### config.mk
export PLATFORM = sky130hd
export DESIGN_NAME = dtz_ctl_end_flat
export DESIGN_NICKNAME = d
export VERILOG_FILES = /design/src/dtz_pkg.sv /design/src/dtz_link_if.sv /design/src/dtz_ctl_end.sv /design/src/flat_wrapper.sv
export SDC_FILE = /design/constraint.sdc
export NUM_CORES = 1
export LEC_CHECK = 0
export ABC_AREA = 1
export BUFFER_PORTS_ARGS = -buffer_cell sky130_fd_sc_hd__buf_2
export CELL_PAD_IN_SITES_DETAIL_PLACEMENT = 0
export CELL_PAD_IN_SITES_GLOBAL_PLACEMENT = 2
export CORE_UTILIZATION = 31
export CTS_CLUSTER_DIAMETER = 100
export DETAILED_ROUTE_END_ITERATION = 8
export PLACE_DENSITY_LB_ADDON = 0.1
export RECOVER_POWER = 100
export SLEW_MARGIN = 10
export SYNTH_ARGS = -nofsm -noshare
export SYNTH_HDL_FRONTEND = slang
export SYNTH_SLANG_ARGS = --single-unit
### constraint.sdc
create_clock -name i_clk -period 3.46 [get_ports i_clk]
set_input_delay 0.692 -clock i_clk [delete_from_list [all_inputs] [get_ports i_clk]]
set_output_delay 0.692 -clock i_clk [all_outputs]
set_load 0.02 [all_outputs]
### src/dtz_pkg.sv
// shared constants, types and mode register decoders for the termination / zq calibration link
package dtz_pkg;

  // ---------------------------------------------------------------
  // link commands
  // ---------------------------------------------------------------
  typedef enum logic [3:0] {
    CMD_NOP  = 4'h0,
    CMD_MRS  = 4'h1,
    CMD_ACT  = 4'h2,
    CMD_PREA = 4'h3,
    CMD_WR8  = 4'h4,
    CMD_WR4  = 4'h5,
    CMD_RD   = 4'h6,
    CMD_ZQCL = 4'h7,
    CMD_ZQCS = 4'h8,
    CMD_SRE  = 4'h9,
    CMD_SRX  = 4'ha,
    CMD_PDE  = 4'hb,
    CMD_PDX  = 4'hc
  } dtz_cmd_t;

  // ---------------------------------------------------------------
  // widths
  // ---------------------------------------------------------------
  localparam int DQ_W        = 8;
  localparam int ADDR_W      = 16;
  localparam int LAT_W       = 5;
  localparam int ODT_LAT_MAX = 24;
  localparam int ZQ_CNT_W    = 10;
  localparam int TMR_W       = 10;

  // ---------------------------------------------------------------
  // mode register fields and reset values
  // ---------------------------------------------------------------
  localparam int MR0_CL_LSB      = 4;
  localparam int MR0_PPD_DLL_BIT = 12;
  localparam int MR1_DLL_OFF_BIT = 0;
  localparam int MR1_RTT_A2      = 2;
  localparam int MR1_AL_LSB      = 3;
  localparam int MR1_RTT_A6      = 6;
  localparam int MR1_RTT_A9      = 9;
  localparam int MR2_CWL_LSB     = 3;
  localparam int MR2_RTTWR_A9    = 9;
  localparam int MR2_RTTWR_A10   = 10;
  localparam logic [ADDR_W-1:0] MR0_RST = 16'h0000;
  localparam logic [ADDR_W-1:0] MR1_RST = 16'h0000;
  localparam logic [ADDR_W-1:0] MR2_RST = 16'h0000;
  localparam logic [LAT_W-1:0]  CL_BASE      = 5'h04;
  localparam logic [LAT_W-1:0]  CWL_BASE     = 5'h05;
  localparam logic [LAT_W-1:0]  ODT_LAT_SUB  = 5'h02;

  // ---------------------------------------------------------------
  // timing, clock 10 MHz
  // ---------------------------------------------------------------
  localparam int CLK_PERIOD_NS = 100;
  localparam int ODTH4_NCK     = 4;
  localparam int ODTH8_NCK     = 6;
  localparam int ZQINIT_NCK    = 512;
  localparam int ZQOPER_NCK    = 256;
  localparam int ZQCS_NCK      = 64;
  localparam int DLLK_NCK      = 512;
  localparam int BURST_NCK     = 4;
  localparam int RD_POST_NCK   = 2;
  localparam int T_RP_NS       = 15;
  localparam int T_XS_NS       = 200;
  localparam int RP_CYC        = (T_RP_NS + CLK_PERIOD_NS - 1) / CLK_PERIOD_NS;
  localparam int XS_CYC        = (T_XS_NS + CLK_PERIOD_NS - 1) / CLK_PERIOD_NS;

  // ---------------------------------------------------------------
  // controller register map (wishbone byte addresses)
  // ---------------------------------------------------------------
  localparam logic [7:0] REG_CMD  = 8'h00;
  localparam logic [7:0] REG_ADDR = 8'h04;
  localparam logic [7:0] REG_ODT  = 8'h08;
  localparam logic [7:0] REG_STAT = 8'h0c;

  // ---------------------------------------------------------------
  // mode register decoders used by both ends, dtz_term_en by the dram end only
  // ---------------------------------------------------------------
  function automatic logic [LAT_W-1:0] dtz_cl(input logic [ADDR_W-1:0] mr0);
    return CL_BASE + {2'b00, mr0[MR0_CL_LSB +: 3]};
  endfunction

  function automatic logic [LAT_W-1:0] dtz_cwl(input logic [ADDR_W-1:0] mr2);
    return CWL_BASE + {2'b00, mr2[MR2_CWL_LSB +: 3]};
  endfunction

  function automatic logic [LAT_W-1:0] dtz_al(input logic [ADDR_W-1:0] mr0, input logic [ADDR_W-1:0] mr1);
    logic [LAT_W-1:0] al;
    unique case (mr1[MR1_AL_LSB +: 2])
      2'h1:    al = dtz_cl(mr0) - 5'h01;
      2'h2:    al = dtz_cl(mr0) - 5'h02;
      default: al = 5'h00;
    endcase
    return al;
  endfunction

  function automatic logic [LAT_W-1:0] dtz_odt_lat(input logic [ADDR_W-1:0] mr0,
                                                   input logic [ADDR_W-1:0] mr1,
                                                   input logic [ADDR_W-1:0] mr2);
    return dtz_cwl(mr2) + dtz_al(mr0, mr1) - ODT_LAT_SUB;
  endfunction

  function automatic logic dtz_term_en(input logic [ADDR_W-1:0] mr1, input logic [ADDR_W-1:0] mr2);
    return |{mr1[MR1_RTT_A9], mr1[MR1_RTT_A6], mr1[MR1_RTT_A2], mr2[MR2_RTTWR_A10], mr2[MR2_RTTWR_A9]};
  endfunction

endpackage

### src/dtz_link_if.sv
// link between memory controller end and dram end: cke, odt, command bus, data enables
`timescale 1ns/10ps
interface dtz_link_if;
  import dtz_pkg::*;
  logic                cke;
  logic                odt;
  dtz_cmd_t            cmd;
  logic [1:0]          ba;
  logic [ADDR_W-1:0]   addr;
  logic [DQ_W-1:0]     ctl_dq_o;
  logic                ctl_dq_oe_n;
  logic [DQ_W-1:0]     dev_dq_o;
  logic                dev_dq_oe_n;

  modport ctl (output cke, odt, cmd, ba, addr, ctl_dq_o, ctl_dq_oe_n);
  modport dev (input cke, odt, cmd, ba, addr, output dev_dq_o, dev_dq_oe_n);
endinterface

### src/dtz_ctl_end.sv
// memory controller end: wishbone command registers, odt hold timing, zq quiet windows
`timescale 1ns/10ps
module dtz_ctl_end
  import dtz_pkg::*;
(
  input  wire logic            i_clk,
  input  wire logic            i_rstn,
  input  wire logic            i_wb_cyc,
  input  wire logic            i_wb_stb,
  input  wire logic            i_wb_we,
  input  wire logic [7:0]      i_wb_adr,
  input  wire logic [31:0]     i_wb_dat,
  input  wire logic [3:0]      i_wb_sel,
  output logic [31:0]          o_wb_dat,
  output logic                 o_wb_ack,
  input  wire logic [DQ_W-1:0] i_wr_data,
  input  wire logic            i_zq_peer_busy,
  output logic                 o_zq_busy,
  dtz_link_if.ctl              link
);
  typedef enum logic [2:0] {CS_IDLE = 3'b001, CS_WAIT = 3'b010, CS_ZQ = 3'b100} dtz_ctl_st_t;

  // ---------------------------------------------------------------
  // state
  // ---------------------------------------------------------------
  dtz_ctl_st_t          st_q, st_d;
  dtz_cmd_t             pend_q, pend_d, cmd_q, cmd_d;
  logic [17:0]          areg_q, areg_d;
  logic                 sw_odt_q, sw_odt_d, ack_q, ack_d;
  logic [31:0]          rdat_q, rdat_d;
  logic [ADDR_W-1:0]    mr0_q, mr0_d, mr1_q, mr1_d, mr2_q, mr2_d;
  logic [1:0]           ba_q, ba_d;
  logic [ADDR_W-1:0]    addr_q, addr_d;
  logic                 cke_q, cke_d, odt_q, odt_d, sr_q, sr_d, bank_q, bank_d, zq_first_q, zq_first_d;
  logic [2:0]           hold_q, hold_d;
  logic [TMR_W-1:0]     rp_q, rp_d, xs_q, xs_d, dllk_q, dllk_d, zq_q, zq_d;
  logic [5:0]           guard_q, guard_d, wr_q, wr_d, low_q, low_d;
  logic [DQ_W-1:0]      dq_q, dq_d;
  logic                 dq_oe_n_q, dq_oe_n_d;
  logic                 wb_hit, ok, odt_want, is_zq;
  logic [LAT_W-1:0]     lat;

  // ---------------------------------------------------------------
  // wishbone slave: one wait state, ack in the second cycle
  // ---------------------------------------------------------------
  assign wb_hit = i_wb_cyc && i_wb_stb && !ack_q;

  always_comb begin
    ack_d    = wb_hit;
    rdat_d   = 32'h0000_0000;
    pend_d   = pend_q;
    areg_d   = areg_q;
    sw_odt_d = sw_odt_q;
    if (wb_hit && i_wb_we) begin
      unique case (i_wb_adr)
        REG_CMD:  if (i_wb_sel[0] && st_q == CS_IDLE) pend_d = dtz_cmd_t'(i_wb_dat[3:0]);
        REG_ADDR: begin
          if (i_wb_sel[0]) areg_d[7:0]   = i_wb_dat[7:0];
          if (i_wb_sel[1]) areg_d[15:8]  = i_wb_dat[15:8];
          if (i_wb_sel[2]) areg_d[17:16] = i_wb_dat[17:16];
        end
        REG_ODT:  if (i_wb_sel[0]) sw_odt_d = i_wb_dat[0];
        default: ;
      endcase
    end else if (wb_hit) begin
      unique case (i_wb_adr)
        REG_CMD:  rdat_d = {28'h0000000, pend_q};
        REG_ADDR: rdat_d = {14'h0000, areg_q};
        REG_ODT:  rdat_d = {31'h00000000, sw_odt_q};
        REG_STAT: rdat_d = {26'h0000000, bank_q, sr_q, st_q == CS_ZQ, odt_q, cke_q, st_q != CS_IDLE};
        default:  rdat_d = 32'h0000_0000;
      endcase
    end
  end

  always_ff @(posedge i_clk or negedge i_rstn) begin
    if (!i_rstn) begin
      ack_q    <= 1'b0;
      rdat_q   <= '0;
      pend_q   <= CMD_NOP;
      areg_q   <= '0;
      sw_odt_q <= 1'b0;
    end else begin
      ack_q    <= ack_d;
      rdat_q   <= rdat_d;
      pend_q   <= pend_d;
      areg_q   <= areg_d;
      sw_odt_q <= sw_odt_d;
    end
  end

  // ---------------------------------------------------------------
  // link sequencer
  // ---------------------------------------------------------------
  assign lat   = dtz_odt_lat(mr0_q, mr1_q, mr2_q);
  assign is_zq = pend_q == CMD_ZQCL || pend_q == CMD_ZQCS;

  always_comb begin
    st_d = st_q; cmd_d = CMD_NOP; ba_d = ba_q; addr_d = addr_q;
    mr0_d = mr0_q; mr1_d = mr1_q; mr2_d = mr2_q;
    cke_d = cke_q; sr_d = sr_q; bank_d = bank_q; zq_first_d = zq_first_q;
    rp_d    = (rp_q != '0) ? rp_q - 10'h001 : rp_q;
    xs_d    = (xs_q != '0) ? xs_q - 10'h001 : xs_q;
    dllk_d  = (dllk_q != '0) ? dllk_q - 10'h001 : dllk_q;
    zq_d    = (zq_q != '0) ? zq_q - 10'h001 : zq_q;
    guard_d = (guard_q != '0) ? guard_q - 6'h01 : guard_q;
    wr_d    = (wr_q != '0) ? wr_q - 6'h01 : wr_q;
    // readiness of the pending command; an illegal one simply waits
    unique case (pend_q)
      CMD_ZQCL, CMD_ZQCS: ok = !bank_q && rp_q == '0
                               && xs_q == '0
                               && !i_zq_peer_busy
                               && low_q > 6'(lat)
                               && wr_q == '0 && guard_q == '0 && !sr_q;
      CMD_RD:  ok = low_q > 6'(lat) && dllk_q == '0 && !sr_q;
      CMD_SRX: ok = sr_q;
      default: ok = !sr_q;
    endcase
    unique case (st_q)
      CS_IDLE: if (wb_hit && i_wb_we && i_wb_adr == REG_CMD && i_wb_sel[0]) st_d = CS_WAIT;
      CS_WAIT: if (ok) begin
        st_d = CS_IDLE;
        if (pend_q != CMD_PDE && pend_q != CMD_PDX) cmd_d = pend_q;
        ba_d   = areg_q[17:16];
        addr_d = areg_q[15:0];
        unique case (pend_q)
          CMD_MRS: begin
            if (areg_q[17:16] == 2'h0) mr0_d = areg_q[15:0];
            if (areg_q[17:16] == 2'h1) mr1_d = areg_q[15:0];
            if (areg_q[17:16] == 2'h2) mr2_d = areg_q[15:0];
          end
          CMD_ACT:  bank_d = 1'b1;
          CMD_PREA: begin bank_d = 1'b0; rp_d = TMR_W'(RP_CYC); end
          CMD_SRE:  begin cke_d = 1'b0; sr_d = 1'b1; end
          CMD_SRX:  begin cke_d = 1'b1; sr_d = 1'b0; xs_d = TMR_W'(XS_CYC); dllk_d = TMR_W'(DLLK_NCK); end
          CMD_PDE:  cke_d = 1'b0;
          CMD_PDX:  cke_d = 1'b1;
          CMD_RD:   guard_d = 6'({1'b0, dtz_al(mr0_q, mr1_q)} + {1'b0, dtz_cl(mr0_q)}
                                 + 6'(BURST_NCK + RD_POST_NCK));
          CMD_WR8, CMD_WR4: wr_d = 6'({1'b0, dtz_cwl(mr2_q)} + {1'b0, dtz_al(mr0_q, mr1_q)} + 6'(BURST_NCK));
          CMD_ZQCL, CMD_ZQCS: begin
            st_d = CS_ZQ;
            // leave power-down together with the command so cke is high on every window edge
            cke_d = 1'b1;
            zq_first_d = zq_first_q && pend_q != CMD_ZQCL;
            if (pend_q == CMD_ZQCS) zq_d = TMR_W'(ZQCS_NCK);
            else if (zq_first_q) zq_d = TMR_W'(ZQINIT_NCK);
            else zq_d = TMR_W'(ZQOPER_NCK);
          end
          default: ;
        endcase
      end
      CS_ZQ: begin
        cke_d = 1'b1;
        if (zq_q == 10'h001) st_d = CS_IDLE;
      end
    endcase
    // odt request, dropped early for reads, calibration and dll-off operation
    odt_want = sw_odt_q && !mr1_q[MR1_DLL_OFF_BIT]
               && !(st_q == CS_WAIT && (pend_q == CMD_RD || is_zq)) && guard_q == '0
               && st_d != CS_ZQ && st_q != CS_ZQ && cke_d && !sr_d;
    odt_d  = odt_want || (odt_q && hold_q != 3'h0);
    hold_d = 3'h0;
    if (odt_d) begin
      if (!odt_q) hold_d = 3'(ODTH4_NCK - 1);
      else if (hold_q != 3'h0) hold_d = hold_q - 3'h1;
      // the later of the two windows wins
      if (cmd_d == CMD_WR8 && hold_d < 3'(ODTH8_NCK - 1)) hold_d = 3'(ODTH8_NCK - 1);
      if (cmd_d == CMD_WR4 && hold_d < 3'(ODTH4_NCK - 1)) hold_d = 3'(ODTH4_NCK - 1);
    end
    low_d = odt_q ? 6'h00 : ((low_q == 6'h3f) ? low_q : low_q + 6'h01);
    dq_oe_n_d = !(wr_q != '0 && wr_q <= 6'(BURST_NCK)) || st_q == CS_ZQ;
    dq_d      = dq_oe_n_d ? dq_q : i_wr_data;
  end

  always_ff @(posedge i_clk or negedge i_rstn) begin
    if (!i_rstn) begin
      st_q <= CS_IDLE; cmd_q <= CMD_NOP; ba_q <= '0; addr_q <= '0;
      mr0_q <= MR0_RST; mr1_q <= MR1_RST; mr2_q <= MR2_RST;
      cke_q <= 1'b1; odt_q <= 1'b0; sr_q <= 1'b0; bank_q <= 1'b0; zq_first_q <= 1'b1;
      hold_q <= '0; rp_q <= '0; xs_q <= '0; dllk_q <= '0; zq_q <= '0;
      guard_q <= '0; wr_q <= '0; low_q <= '0; dq_q <= '0; dq_oe_n_q <= 1'b1;
    end else begin
      st_q <= st_d; cmd_q <= cmd_d; ba_q <= ba_d; addr_q <= addr_d;
      mr0_q <= mr0_d; mr1_q <= mr1_d; mr2_q <= mr2_d;
      cke_q <= cke_d; odt_q <= odt_d; sr_q <= sr_d; bank_q <= bank_d; zq_first_q <= zq_first_d;
      hold_q <= hold_d; rp_q <= rp_d; xs_q <= xs_d; dllk_q <= dllk_d; zq_q <= zq_d;
      guard_q <= guard_d; wr_q <= wr_d; low_q <= low_d; dq_q <= dq_d; dq_oe_n_q <= dq_oe_n_d;
    end
  end

  assign o_wb_ack         = ack_q;
  assign o_wb_dat         = rdat_q;
  assign o_zq_busy        = st_q == CS_ZQ;
  assign link.cke         = cke_q;
  assign link.odt         = odt_q;
  assign link.cmd         = cmd_q;
  assign link.ba          = ba_q;
  assign link.addr        = addr_q;
  assign link.ctl_dq_o    = dq_q;
  assign link.ctl_dq_oe_n = dq_oe_n_q;
endmodule // dtz_ctl_end

### src/flat_wrapper.sv
// flat-port wrapper written by rule: the top's interface ports become plain ports
module dtz_ctl_end_flat import dtz_pkg::*;
  (i_clk, i_rstn, i_wb_cyc, i_wb_stb, i_wb_we, i_wb_adr, i_wb_dat, i_wb_sel, o_wb_dat, o_wb_ack, i_wr_data, i_zq_peer_busy, o_zq_busy, link_cke, link_odt, link_cmd, link_ba, link_addr, link_ctl_dq_o, link_ctl_dq_oe_n);
  dtz_link_if link_i ();
  input  wire logic i_clk;
  input  wire logic i_rstn;
  input  wire logic i_wb_cyc;
  input  wire logic i_wb_stb;
  input  wire logic i_wb_we;
  input  wire logic [7:0] i_wb_adr;
  input  wire logic [31:0] i_wb_dat;
  input  wire logic [3:0] i_wb_sel;
  output logic [31:0] o_wb_dat;
  output logic o_wb_ack;
  input  wire logic [DQ_W-1:0] i_wr_data;
  input  wire logic i_zq_peer_busy;
  output logic o_zq_busy;
  output wire logic [$bits(link_i.cke)-1:0] link_cke;
  output wire logic [$bits(link_i.odt)-1:0] link_odt;
  output wire logic [$bits(link_i.cmd)-1:0] link_cmd;
  output wire logic [$bits(link_i.ba)-1:0] link_ba;
  output wire logic [$bits(link_i.addr)-1:0] link_addr;
  output wire logic [$bits(link_i.ctl_dq_o)-1:0] link_ctl_dq_o;
  output wire logic [$bits(link_i.ctl_dq_oe_n)-1:0] link_ctl_dq_oe_n;
  assign link_cke = link_i.cke;
  assign link_odt = link_i.odt;
  assign link_cmd = link_i.cmd;
  assign link_ba = link_i.ba;
  assign link_addr = link_i.addr;
  assign link_ctl_dq_o = link_i.ctl_dq_o;
  assign link_ctl_dq_oe_n = link_i.ctl_dq_oe_n;
  dtz_ctl_end u_core (.i_clk(i_clk), .i_rstn(i_rstn), .i_wb_cyc(i_wb_cyc), .i_wb_stb(i_wb_stb), .i_wb_we(i_wb_we), .i_wb_adr(i_wb_adr), .i_wb_dat(i_wb_dat), .i_wb_sel(i_wb_sel), .o_wb_dat(o_wb_dat), .o_wb_ack(o_wb_ack), .i_wr_data(i_wr_data), .i_zq_peer_busy(i_zq_peer_busy), .o_zq_busy(o_zq_busy), .link(link_i));
endmodule
==> summary.md, run 1 <==
| Metric | Value |
|---|---|
| Grt ovf | `0` |
| Post-synth ARST share | `100%` |
| CP max stage delay | `around 0.52 ns` |
| Sequential share of power | `between 40% and 50%` |
| Worst-margin pin slew | `2.24 ns` |
| Worst path required time | `~3.7 ns` |
| Max Cap Viol | `1` |
| RSZ-0062 raised after global routing | `true` |
| Slew Limit Fails | `84` |
| IO Port Bufs | `95` |
| Count of final hold-check violations | `0` |
| Largest net degree at the start of global routing | `84` |
| Global-route wire length before repair | `32600 um` |
| Drt initial violations | `237` |
| Cells after Synth | `941` |
| HPWL Detailed | `approximately 15000 um` |
| Top fanout value on the critical path | `5` |
| # IOs | `125` |
| Seq/Total Area, Yosys | `about 47%` |
| Remaining antenna violation count | `0` |
| Placeable Area | `25200 um^2` |
| Nets | `1202` |
| Worst Hold Depth | `2` |
| CP Class | `flip-flop to flip-flop` |
| #FFs+latches synth | `151` |
| Gpl congestion | `0.736` |
| Yosys warning count | `0` |
| Die area | `approximately 26000 um^2` |
| Synthesized area | `7980 um^2` |
| Vias | `~6500` |
| CP max-delay cell | `fa_2` |
| Switching share of total power | `31.2%` |
| Synth unique cells | `between 40 and 50` |
| Cell chain of the critical path | `inv_2 > ha_1 > o22ai_1 > nand2_1 > inv_1 > ha_1 > inv_1 > ha_1 > fa_2 > inv_1 > ha_1 > nand4_1 > nor2_1 > o22a_1 > nand2_2 > nand2_4 > buf_4 > buf_4 > nand3_4 > inv_6 > clkbuf_16 > nor3_1` |
| Failing checks | `capacitance limit, slew limit, setup timing` |
| PD cells | `466 nW/um^2` |
| HP Class | `flip-flop to flip-flop` |
| CTS tree | `done` |
| Yosys top cell by area | `dfrtp_1` |
| Minimum clock period | `3.66 ns` |
| Cell Int Power | `between 3 and 4 mW` |
| Area contributors post-synth | `dfrtp_1 46%, nand2_1 8.3%, inv_1 7.1%, ha_1 6.0%, nor2_1 4.7%` |
| Clock buffer depth | `2` |
| Slew headroom | `-49.1%` |
| Root Buffer | `clkbuf_16` |
| Fmax | `273 MHz` |
| WHS | `between 0.4 and 0.5 ns` |
| Std cell rows | `58` |
| Die Y-Extent | `162 um` |
| Worst Path Arrival | `around 4 ns` |
| Die X-Extent | `around 160 um` |
| Most used cell, CP | `ha_1` |
| Synthesized area per cell | `about 8.5 um^2` |
| Yosys top cell area share | `46.1%` |
| Area grow syn2layout | `28.3%` |
| Total global-route track usage | `15.9%` |
| Initial antenna violation count | `0` |
| Clock share of power | `41.4%` |
| Leak | `around 5.0 nW` |
| Combinational Power Share | `18.3%` |
| Later-pin clock latency in the skew report | `0.43 ns` |
| # diodes | `0` |
| Synth Flop Type | `dfrtp_1` |
| P_sw | `1.49 mW` |
| Reg2reg path depth | `22` |
| Sinks on the clock net | `151` |
| Most common cell after layout, fill and taps aside | `nand2_1` |
| Tcrit/Tclk final | `106%` |
| H-tree depth reported by CTS | `4` |
| DRC | `0` |
| Most frequent cells in the layout | `163 x nand2_1, 147 x dfrtp_1, 141 x inv_1` |
| Initial Util | `between 30% and 40%` |
| Layout cells sized above 1 | `between 20% and 30%` |
| Drt pass-1 iters | `6` |
| Setup crit start kind | `flip-flop` |
| Tot Pwr | `4.77 mW` |
| Vias in the first global route | `roughly 6400` |
| Clk slew on worst S/H paths | `0.07 ns` |
| Routed wire length | `20300 um` |
| Dpl ws | `-0.229 ns` |
| Peak VDD IR | `0.000231 V` |
| Status | `complete, but fails checks` |
| Fin Clk Skew | `0.0141 ns` |
| Number of buffers created by CTS | `17` |
| Number of fillers in the final layout | `2646` |
| Number of synthesized flops with an enable pin | `0` |
| Final setup margin | `-0.201 ns` |
| Vias per inst | `4.46` |
| Final setup viols | `77` |
| CP endpoint kind | `flip-flop` |
| WL/cell | `14.0 um` |
Yosys cell counts, drive strengths merged, types with 9 or more instances:
library cell  number
xor2              14
nor2             108
a21oi             34
nor4              10
nand4             13
ha                38
nand2            183
mux2              20
nor3              28
buf               20
o21ai             53
inv              166
xnor2              9
nand3             42
dfrtp            147
critical path, delay by kind of cell, from the launching register on:
kind                       cells  cell delay [ns]
adders and majority gates      5             1.58
buffers and inverters          8             0.69
and+or+nand+nor                7             0.61
DFF                            1             0.39
AOI/OAI and AO/OA              2             0.21
power by group through the flow:
stage / Sequential [mW] / Combinational (mW) / Clock [mW]
global placement: 1.96 / 0.862 / 0
finish: 1.92 / 0.875 / 1.97
floorplan: 1.95 / 0.581 / 0
CTS: 1.92 / 0.867 / 2.05
global route: 1.93 / 0.997 / 2.11
detailed placement: 1.96 / 0.849 / 0
final timing paths:
kind                            slack (ns)                 start                   end
worst max register to register       -0.20       u_core.mr0_q[4]        u_core.xs_q[3]
max in group asynchronous             0.81                i_rstn     u_core.link.ba[1]
worst min-delay path                  0.48  u_core.link.addr[10]  u_core.link.addr[10]
min in group asynchronous             0.92                i_rstn       u_core.mr0_q[6]
worst min register to register        0.48  u_core.link.addr[10]  u_core.link.addr[10]
worst max-delay path                 -0.20       u_core.mr0_q[4]        u_core.xs_q[3]
kinds of logic (layout without fill, tap and decap cells):
kind of cell    count (synthesis)  after routing  synth area share [%]
fa+ha+maj                      41             41                  6.71
mux                            22             22                  3.07
buf+inv                       190            351                  9.72
compound gates                122            122                  8.83
simple gates                  391            392                  21.7
other cells                     1             14                0.0470
xor+xnor                       23             23                  2.53
flops                         151            151                  47.4
metal layers:
| layer | share of wire (%) | global-route usage [%] | vias to the layer above |
|---|---|---|---|
| li1 | - | - | 3332 |
| met1 | 48 | 20.4 | 2994 |
| met3 | 5.0 | 4.61 | 13 |
| met5 | 0 | 0 | - |
| met2 | 46 | 26.2 | 114 |
| met4 | 0.83 | 3.86 | 0 |
what timing repair did:
action	in CTS	in global routing
pin swaps	8	2
endpoints found under the setup margin	85	93
gates cloned	0	4
buffers inserted	7	8
hold buffers	0	0
gates resized for setup	27	74
per-stage QoR:
stage	std cells	util [%]	area, um^2	setup TNS, ns
after detailed placement	1396	36.3	9140	-8.48
final	1446	40.6	10200	-9.26
after floorplan	954	-	8050	0
after CTS	1434	39.3	9890	-7.06
after global placement	1396	36.3	9140	-6.51
after global routing	1446	40.6	10200	-29.60
cell type report:
type	count	area, um^2	area share [%]
clock buffers	18	439	4.29
clock inverters	14	178	1.74
inverters	167	654	6.40
multi-input cells	614	3820	37.3
flip-flops and latches	151	3780	37.0
well taps	330	413	4.04
repair buffers	152	948	9.27
flip-flops by register name (all words and copies together), names as in the netlist, 4 cells and up:
name / count
u_core.zq_q: 10
u_core.areg_q: 18
u_core.low_q: 6
u_core.link.ctl_dq_o: 8
u_core.link.cmd: 4
u_core.dllk_q: 10
u_core.guard_q: 6
u_core.link.addr: 16
u_core.rp_q: 10
u_core.o_wb_dat: 18
u_core.xs_q: 10
u_core.pend_q: 4
u_core.wr_q: 6
Power figures use the tool's default switching activity.
==> run 2: changes to the inputs <==
--- a/config.mk
+++ b/config.mk
@@ -7,12 +7,9 @@
 export LEC_CHECK = 0
 export ABC_AREA = 1
 export BUFFER_PORTS_ARGS = -buffer_cell sky130_fd_sc_hd__buf_2
-export CELL_PAD_IN_SITES_DETAIL_PLACEMENT = 0
-export CELL_PAD_IN_SITES_GLOBAL_PLACEMENT = 2
-export CORE_UTILIZATION = 31
+export CORE_UTILIZATION = 42
 export CTS_CLUSTER_DIAMETER = 100
 export DETAILED_ROUTE_END_ITERATION = 8
-export PLACE_DENSITY_LB_ADDON = 0.1
 export RECOVER_POWER = 100
 export SLEW_MARGIN = 10
 export SYNTH_ARGS = -nofsm -noshare
==> summary.md, run 2 (synthesized netlist as in run 1, its figures left out) <==
| Metric | Value |
|---|---|
| RSZ-0062 raised after global routing | `true (unchanged)` |
| Final setup margin | `-0.192 ns (was -0.201 ns)` |
| Peak VDD IR | `0.000362 V (was 0.000231 V)` |
| Drt initial violations | `422 (was 237)` |
| Final setup viols | `70 (was 77)` |
| CP Class | `flip-flop to flip-flop (unchanged)` |
| CP max stage delay | `0.42 ns (was 0.52 ns)` |
| Sinks on the clock net | `151 (unchanged)` |
| Later-pin clock latency in the skew report | `0.42 ns (was 0.43 ns)` |
| Leak | `4.90 nW (was 5.01 nW)` |
| DRC | `0 (unchanged)` |
| # IOs | `125 (unchanged)` |
| Global-route wire length before repair | `29900 um (was 32600 um)` |
| Hold endpoint | `u_core.link.addr[14] (was u_core.link.addr[10])` |
| Worst Path Arrival | `3.96 ns (was 3.92 ns)` |
| CP endpoint kind | `flip-flop (unchanged)` |
| Slew headroom | `-18.9% (was -49.1%)` |
| GR Util met2 | `32.7% (was 26.2%)` |
| # diodes | `0 (unchanged)` |
| Cell chain of the critical path | `ha_2 > nand2_1 > nand2_1 > a21oi_1 > o21ai_1 > a21oi_2 > ha_1 > inv_2 > ha_4 > a21oi_2 > nand2_1 > xnor2_1 > ha_1 > nand4_1 > nand3_1 > o22a_1 > nand2_2 > nand2_4 > nand3_4 > clkinv_4 > buf_4 > nand2_8 > mux2i_1 > inv_1 (was inv_2 > ha_1 > o22ai_1 > nand2_1 > inv_1 > ha_1 > inv_1 > ha_1 > fa_2 > inv_1 > ha_1 > nand4_1 > nor2_1 > o22a_1 > nand2_2 > nand2_4 > buf_4 > buf_4 > nand3_4 > inv_6 > clkbuf_16 > nor3_1)` |
| Failing checks | `capacitance limit, slew limit, setup timing (unchanged)` |
| Die X-Extent | `140 um (was 162 um)` |
| Status | `complete, but fails checks (unchanged)` |
| Clk slew on worst S/H paths | `0.07 ns (about the same)` |
| Grt ovf | `0 (unchanged)` |
| FF-to-FF Start | `u_core.mr0_q[6] (was u_core.mr0_q[4])` |
| Std cell rows | `50 (was 58)` |
| Routed wire length | `18100 um (was 20300 um)` |
| Vias in the first global route | `6261 (was 6351)` |
| Root Buffer | `clkbuf_16 (unchanged)` |
| Number of buffers created by CTS | `17 (unchanged)` |
| Most frequent cells in the layout | `167 x nand2_1, 147 x dfrtp_1, 143 x inv_1 (was 163 x nand2_1, 147 x dfrtp_1, 141 x inv_1)` |
| Total global-route track usage | `19.3% (was 15.9%)` |
| Setup_tns | `-5.62 ns (was -9.26 ns)` |
| HPWL Detailed | `13100 um (was 14600 um)` |
| Layout cells sized above 1 | `20.8% (was 23.2%)` |
| Die Y-Extent | `140 um (was 162 um)` |
| Most used routing layer | `met2 (unchanged)` |
| Final cell count without fillers | `1339 (was 1446)` |
| Vias per inst | `4.85 (was 4.46)` |
| Largest net degree at the start of global routing | `71 (was 84)` |
| H-tree depth reported by CTS | `4 (unchanged)` |
| Worst-margin pin slew | `1.78 ns (was 2.24 ns)` |
| IO Port Bufs | `95 (unchanged)` |
| DP Cell Count | `1296 (was 1396)` |
| Reg2reg end | `u_core.wr_q[3] (was u_core.xs_q[3])` |
| Die area | `19500 um^2 (was 26400 um^2)` |
| Fmax | `274 MHz (was 273 MHz)` |
| WHS | `0.486 ns (was 0.484 ns)` |
| Setup slack, reg-to-reg | `-0.19 ns (was -0.20 ns)` |
| GR Util met3 | `3.58% (was 4.61%)` |
| Count of final hold-check violations | `0 (unchanged)` |
| Tcrit/Tclk final | `106% (about the same)` |
| Fin Clk Skew | `0.0149 ns (was 0.0141 ns)` |
| Remaining antenna violation count | `0 (unchanged)` |
| PD cells | `468 nW/um^2 (was 466 nW/um^2)` |
| Top fanout value on the critical path | `6 (was 5)` |
| CP max-delay cell | `dfrtp_1 (was fa_2)` |
| Initial antenna violation count | `0 (unchanged)` |
| Setup crit start kind | `flip-flop (unchanged)` |
| Final Core Density | `52.9% (was 40.6%)` |
| Most used cell, CP | `nand2_1 (was ha_1)` |
| Hold Crit Start | `u_core.link.addr[14] (was u_core.link.addr[10])` |
| Minimum clock period | `3.65 ns (was 3.66 ns)` |
| HP Class | `flip-flop to flip-flop (unchanged)` |
| Cts hold-fix bufs | `0 (unchanged)` |
| Slew Limit Fails | `71 (was 84)` |
| Max Cap Viol | `1 (unchanged)` |
| Worst Hold Depth | `2 (unchanged)` |
| WL/cell | `13.5 um (was 14.0 um)` |
| GR met1 Demand/Resource | `24.4% (was 20.4%)` |
| Initial Util | `42.8% (was 31.7%)` |
| Clock buffer depth | `2 (unchanged)` |
| Placeable Area | `18600 um^2 (was 25200 um^2)` |
| Reg2reg path depth | `24 (was 22)` |
| Worst path required time | `3.77 ns (was 3.72 ns)` |
| CP Buf/Inv Count | `4 (was 8)` |
| Nets | `1191 (was 1202)` |
| Critical Path Start | `u_core.mr0_q[6] (was u_core.mr0_q[4])` |
| Vias | `6500 (was 6453)` |
| Cell family with most CP delay | `adder cells (unchanged)` |
| CTS tree | `done (unchanged)` |
| Gpl congestion | `0.860 (was 0.736)` |
| Drt pass-1 iters | `5 (was 6)` |
| Area grow syn2layout | `23.5% (was 28.3%)` |
| Most common cell after layout, fill and taps aside | `nand2_1 (unchanged)` |
## run 2: metal layers
layer | vias up | routed length (um)
li1 | 3305 | -
met1 | 3044 | 8140
met5 | - | 0
met4 | 0 | 448
met3 | 26 | 707
met2 | 125 | 8790
## run 2: layout make-up
class	instances	area, um^2
Multi-Input combinational cell	614	3710
Clock buffer	18	429
Inverter	167	647
Clock inverter	14	145
Timing Repair Buffer	141	841
Fill cell	1761	8790
Tap cell	234	293
Sequential cell	151	3780
## run 2: stage by stage
stage / instance area, um^2 / worst slack, ns / power (mW)
detailed placement: 8990 / -0.193 / 2.77
CTS: 9710 / -0.145 / 4.62
global route: 9850 / -0.421 / 4.88
global placement: 8990 / -0.122 / 2.77
floorplan: 8050 / 0.0417 / 2.53
finish: 9850 / -0.192 / 4.61
## run 2: worst max-delay path by stage
stage	end	slack, ns	depth (start not counted)
after floorplan	u_core.rp_q[9]	0.04	26
after global placement	u_core.hold_q[1]	-0.12	26
after detailed placement	u_core.rp_q[9]	-0.19	25
after CTS	u_core.rp_q[9]	-0.14	25
after global routing	u_core.wr_q[3]	-0.42	24
final	u_core.wr_q[3]	-0.19	24
## run 2: report_power, final
group / switching [mW] / total (mW) / leakage (nW) / internal (mW)
Sequential: 0.0600 / 1.92 / 1.93 / 1.86
Clock: 0.802 / 1.81 / 0.269 / 1.01
Combinational: 0.567 / 0.880 / 2.69 / 0.313
## run 2: what timing repair did
| item | 4_1_cts | 5_1_grt |
|---|---|---|
| endpoints found under the setup margin | 76 | 93 |
| resized for setup | 25 | 52 |
| pin swaps | 10 | 10 |
| cloned | 1 | 2 |
| buffers inserted | 4 | 7 |
## run 2: worst register-to-register path, stage by stage, from the launching register on
cell	delay (ns)
dfrtp_1	0.42
ha_2	0.19
nand2_1	0.05
nand2_1	0.06
a21oi_1	0.13
o21ai_1	0.10
a21oi_2	0.17
ha_1	0.28
inv_2	0.08
ha_4	0.21
a21oi_2	0.12
nand2_1	0.07
xnor2_1	0.13
ha_1	0.33
nand4_1	0.10
nand3_1	0.08
o22a_1	0.20
nand2_2	0.09
nand2_4	0.08
nand3_4	0.09
clkinv_4	0.08
buf_4	0.15
nand2_8	0.10
mux2i_1	0.19
inv_1	0.05
==> run 3: changes to the inputs <==
--- a/config.mk
+++ b/config.mk
@@ -6,12 +6,14 @@
 export NUM_CORES = 1
 export LEC_CHECK = 0
 export ABC_AREA = 1
-export BUFFER_PORTS_ARGS = -buffer_cell sky130_fd_sc_hd__buf_2
-export CORE_UTILIZATION = 42
+export BUFFER_PORTS_ARGS = -buffer_cell sky130_fd_sc_hd__buf_4
+export CELL_PAD_IN_SITES_DETAIL_PLACEMENT = 1
+export CELL_PAD_IN_SITES_GLOBAL_PLACEMENT = 2
+export CORE_UTILIZATION = 31
 export CTS_CLUSTER_DIAMETER = 100
 export DETAILED_ROUTE_END_ITERATION = 8
+export PLACE_DENSITY_LB_ADDON = 0.1
 export RECOVER_POWER = 100
-export SLEW_MARGIN = 10
 export SYNTH_ARGS = -nofsm -noshare
 export SYNTH_HDL_FRONTEND = slang
 export SYNTH_SLANG_ARGS = --single-unit
==> summary.md, run 3 (synthesized netlist as in run 1, its figures left out) <==
| Metric | Value |
|---|---|
| Later-pin clock latency in the skew report | `0.43 ns (was 0.42 ns)` |
| Root Buffer | `clkbuf_16 (unchanged)` |
| Reg2reg end | `u_core.rp_q[9] (was u_core.wr_q[3])` |
| Switching share of total power | `31.0% (about the same)` |
| Largest net degree at the start of global routing | `69 (was 71)` |
| Slew headroom | `-7.49% (was -18.9%)` |
| Die area | `26400 um^2 (was 19500 um^2)` |
| Count of final hold-check violations | `0 (unchanged)` |
| Die Y-Extent | `162 um (was 140 um)` |
| Cts hold-fix bufs | `0 (unchanged)` |
| Global-route wire length before repair | `35700 um (was 29900 um)` |
| HPWL Detailed | `15600 um (was 13100 um)` |
| Most frequent cells in the layout | `170 x nand2_1, 146 x dfrtp_1, 144 x inv_1 (was 167 x nand2_1, 147 x dfrtp_1, 143 x inv_1)` |
| Clock share of power | `42.0% (was 39.3%)` |
| Total global-route track usage | `17.1% (was 19.3%)` |
| Most common cell after layout, fill and taps aside | `nand2_1 (unchanged)` |
| Fin area | `10300 um^2 (was 9850 um^2)` |
| H-tree depth reported by CTS | `4 (unchanged)` |
| CP Class | `flip-flop to flip-flop (unchanged)` |
| Minimum clock period | `3.70 ns (was 3.65 ns)` |
| Worst path required time | `3.78 ns (was 3.77 ns)` |
| Clk slew on worst S/H paths | `0.07 ns (about the same)` |
| Vias in the first global route | `7045 (was 6261)` |
| CTS tree | `done (unchanged)` |
| Grt ovf | `0 (unchanged)` |
| Number of buffers created by CTS | `17 (unchanged)` |
| Peak VDD IR | `0.000197 V (was 0.000362 V)` |
| # diodes | `0 (unchanged)` |
| DP Area | `9380 um^2 (was 8990 um^2)` |
| Combinational Power Share | `18.4% (was 19.1%)` |
| IO Port Bufs | `95 (unchanged)` |
| Clock buffer depth | `2 (unchanged)` |
| Worst-margin pin slew | `1.61 ns (was 1.78 ns)` |
| Std cell rows | `58 (was 50)` |
| Layout cells sized above 1 | `22.6% (was 20.8%)` |
| Gpl congestion | `0.732 (was 0.860)` |
| Sequential share of power | `39.6% (was 41.6%)` |
| # IOs | `125 (unchanged)` |
| Setup_tns | `-10.43 ns (was -5.62 ns)` |
| CP max stage delay | `0.46 ns (was 0.42 ns)` |
| Hold endpoint | `u_core.link.addr[1] (was u_core.link.addr[14])` |
| Top fanout value on the critical path | `5 (was 6)` |
| CP endpoint kind | `flip-flop (unchanged)` |
| Drt pass-1 iters | `4 (was 5)` |
| Slew Limit Fails | `63 (was 71)` |
| WL/cell | `14.8 um (was 13.5 um)` |
| Vias per inst | `4.62 (was 4.85)` |
| Setup slack, reg-to-reg | `-0.24 ns (was -0.19 ns)` |
| CP max-delay cell | `dfrtp_2 (was dfrtp_1)` |
| Die X-Extent | `162 um (was 140 um)` |
| Initial antenna violation count | `0 (unchanged)` |
| Placeable Area | `25200 um^2 (was 18600 um^2)` |
| HP Class | `flip-flop to flip-flop (unchanged)` |
| Leak | `5.05 nW (was 4.90 nW)` |
| Max Cap Viol | `1 (unchanged)` |
| CP Buf/Inv Count | `4 (unchanged)` |
| DRC | `0 (unchanged)` |
| Final setup viols | `80 (was 70)` |
| Sinks on the clock net | `151 (unchanged)` |
| Failing checks | `capacitance limit, slew limit, setup timing (unchanged)` |
| Reg2reg path depth | `25 (was 24)` |
| Fin Clk Skew | `0.0143 ns (was 0.0149 ns)` |
| Vias | `6670 (was 6500)` |
| Setup crit start kind | `flip-flop (unchanged)` |
| Fmax | `270 MHz (was 274 MHz)` |
| Routed wire length | `21400 um (was 18100 um)` |
| Nets | `1199 (was 1191)` |
| Remaining antenna violation count | `0 (unchanged)` |
| PD cells | `469 nW/um^2 (was 468 nW/um^2)` |
| Initial Util | `31.7% (was 42.8%)` |
| Area grow syn2layout | `29.4% (was 23.5%)` |
| Cell Int Power | `3.34 mW (was 3.18 mW)` |
| Worst Hold Depth | `2 (unchanged)` |
| Drt initial violations | `273 (was 422)` |
| Tcrit/Tclk final | `107% (was 106%)` |
| RSZ-0062 raised after global routing | `true (unchanged)` |
| P_sw | `1.50 mW (was 1.43 mW)` |
| Cell family with most CP delay | `simple AND/OR/NAND/NOR gates (was adder cells)` |
| Final setup margin | `-0.237 ns (was -0.192 ns)` |
| Hold Crit Start | `u_core.link.addr[1] (was u_core.link.addr[14])` |
| FF-to-FF Start | `u_core.mr0_q[6] (unchanged)` |
| Worst Path Arrival | `4.01 ns (was 3.96 ns)` |
| Status | `complete, but fails checks (unchanged)` |
[run 3: worst max-delay path by stage]
stage | from | end | slack, ns | cells past startpoint
2_1_floorplan | u_core.mr0_q[5] | u_core.rp_q[9] | 0.04 | 26
3_3_place_gp | u_core.mr0_q[5] | u_core.hold_q[1] | -0.21 | 27
3_5_place_dp | u_core.mr0_q[5] | u_core.rp_q[9] | -0.30 | 26
4_1_cts | u_core.mr0_q[5] | u_core.rp_q[9] | -0.22 | 26
5_1_grt | u_core.mr0_q[6] | u_core.rp_q[9] | -0.54 | 25
6_report | u_core.mr0_q[6] | u_core.rp_q[9] | -0.24 | 25
[run 3: cell type report]
class	instances	area, um^2
well taps	330	413
fillers	2963	14900
repair inverters	1	6.26
multi-input cells	613	3790
inverters	167	657
clock inverters	15	206
clock buffers	17	425
flip-flops and latches	151	3780
repair buffers	149	1040
[run 3: power by group through the flow]
stage | Sequential [mW] | Clock [mW] | Combinational [mW]
2_1_floorplan | 1.95 | 0 | 0.581
3_3_place_gp | 1.95 | 0 | 0.889
3_5_place_dp | 1.96 | 0 | 0.897
4_1_cts | 1.92 | 2.10 | 0.921
5_1_grt | 1.93 | 2.16 | 1.03
6_report | 1.92 | 2.03 | 0.893
[run 3: metrics by stage]
step / setup slack (ns) / hold WS [ns] / util (%) / cells / total power, mW
floorplan: 0.0417 / 0.396 / - / 954 / 2.53
global placement: -0.210 / 0.469 / 37.3 / 1397 / 2.84
detailed placement: -0.299 / 0.467 / 37.3 / 1397 / 2.85
CTS: -0.225 / 0.265 / 40.5 / 1435 / 4.95
global route: -0.539 / 0.475 / 41.0 / 1443 / 5.13
finish: -0.237 / 0.483 / 41.0 / 1443 / 4.85
[run 3: what timing repair did]
action                                  in CTS  in global routing
setup buffers                                6                  6
gates resized for setup                     39                 64
pin swaps                                   11                 21
cloned                                       1                  4
endpoints found under the setup margin      91                 93
[run 3: layer usage]
metal,up-vias,share of wire [%],track usage [%]
li1,3329,-,-
met1,3223,46,21.4
met2,108,48,29.3
met3,10,4.9,4.30
met4,0,0.99,4.50
met5,-,0,0
[run 3: worst reg2reg max path, stage by stage (launching register included)]
cell and delay (ns):
dfrtp_2 0.46, ha_4 0.18, nand2_2 0.05, nand2_2 0.07, a21oi_2 0.15, o21ai_2 0.08
a21oi_2 0.21, ha_4 0.24, inv_4 0.05, ha_4 0.19, a21oi_2 0.10, nand2_1 0.07
xnor2_1 0.13, ha_1 0.31, nand4_1 0.11, nor2_1 0.11, o22a_1 0.17, nand2_2 0.07
nand2_4 0.10, nand3_4 0.09, clkinv_4 0.08, nand3_4 0.07, nor2_4 0.24, clkinv_4 0.12
nand4_1 0.09, inv_1 0.04
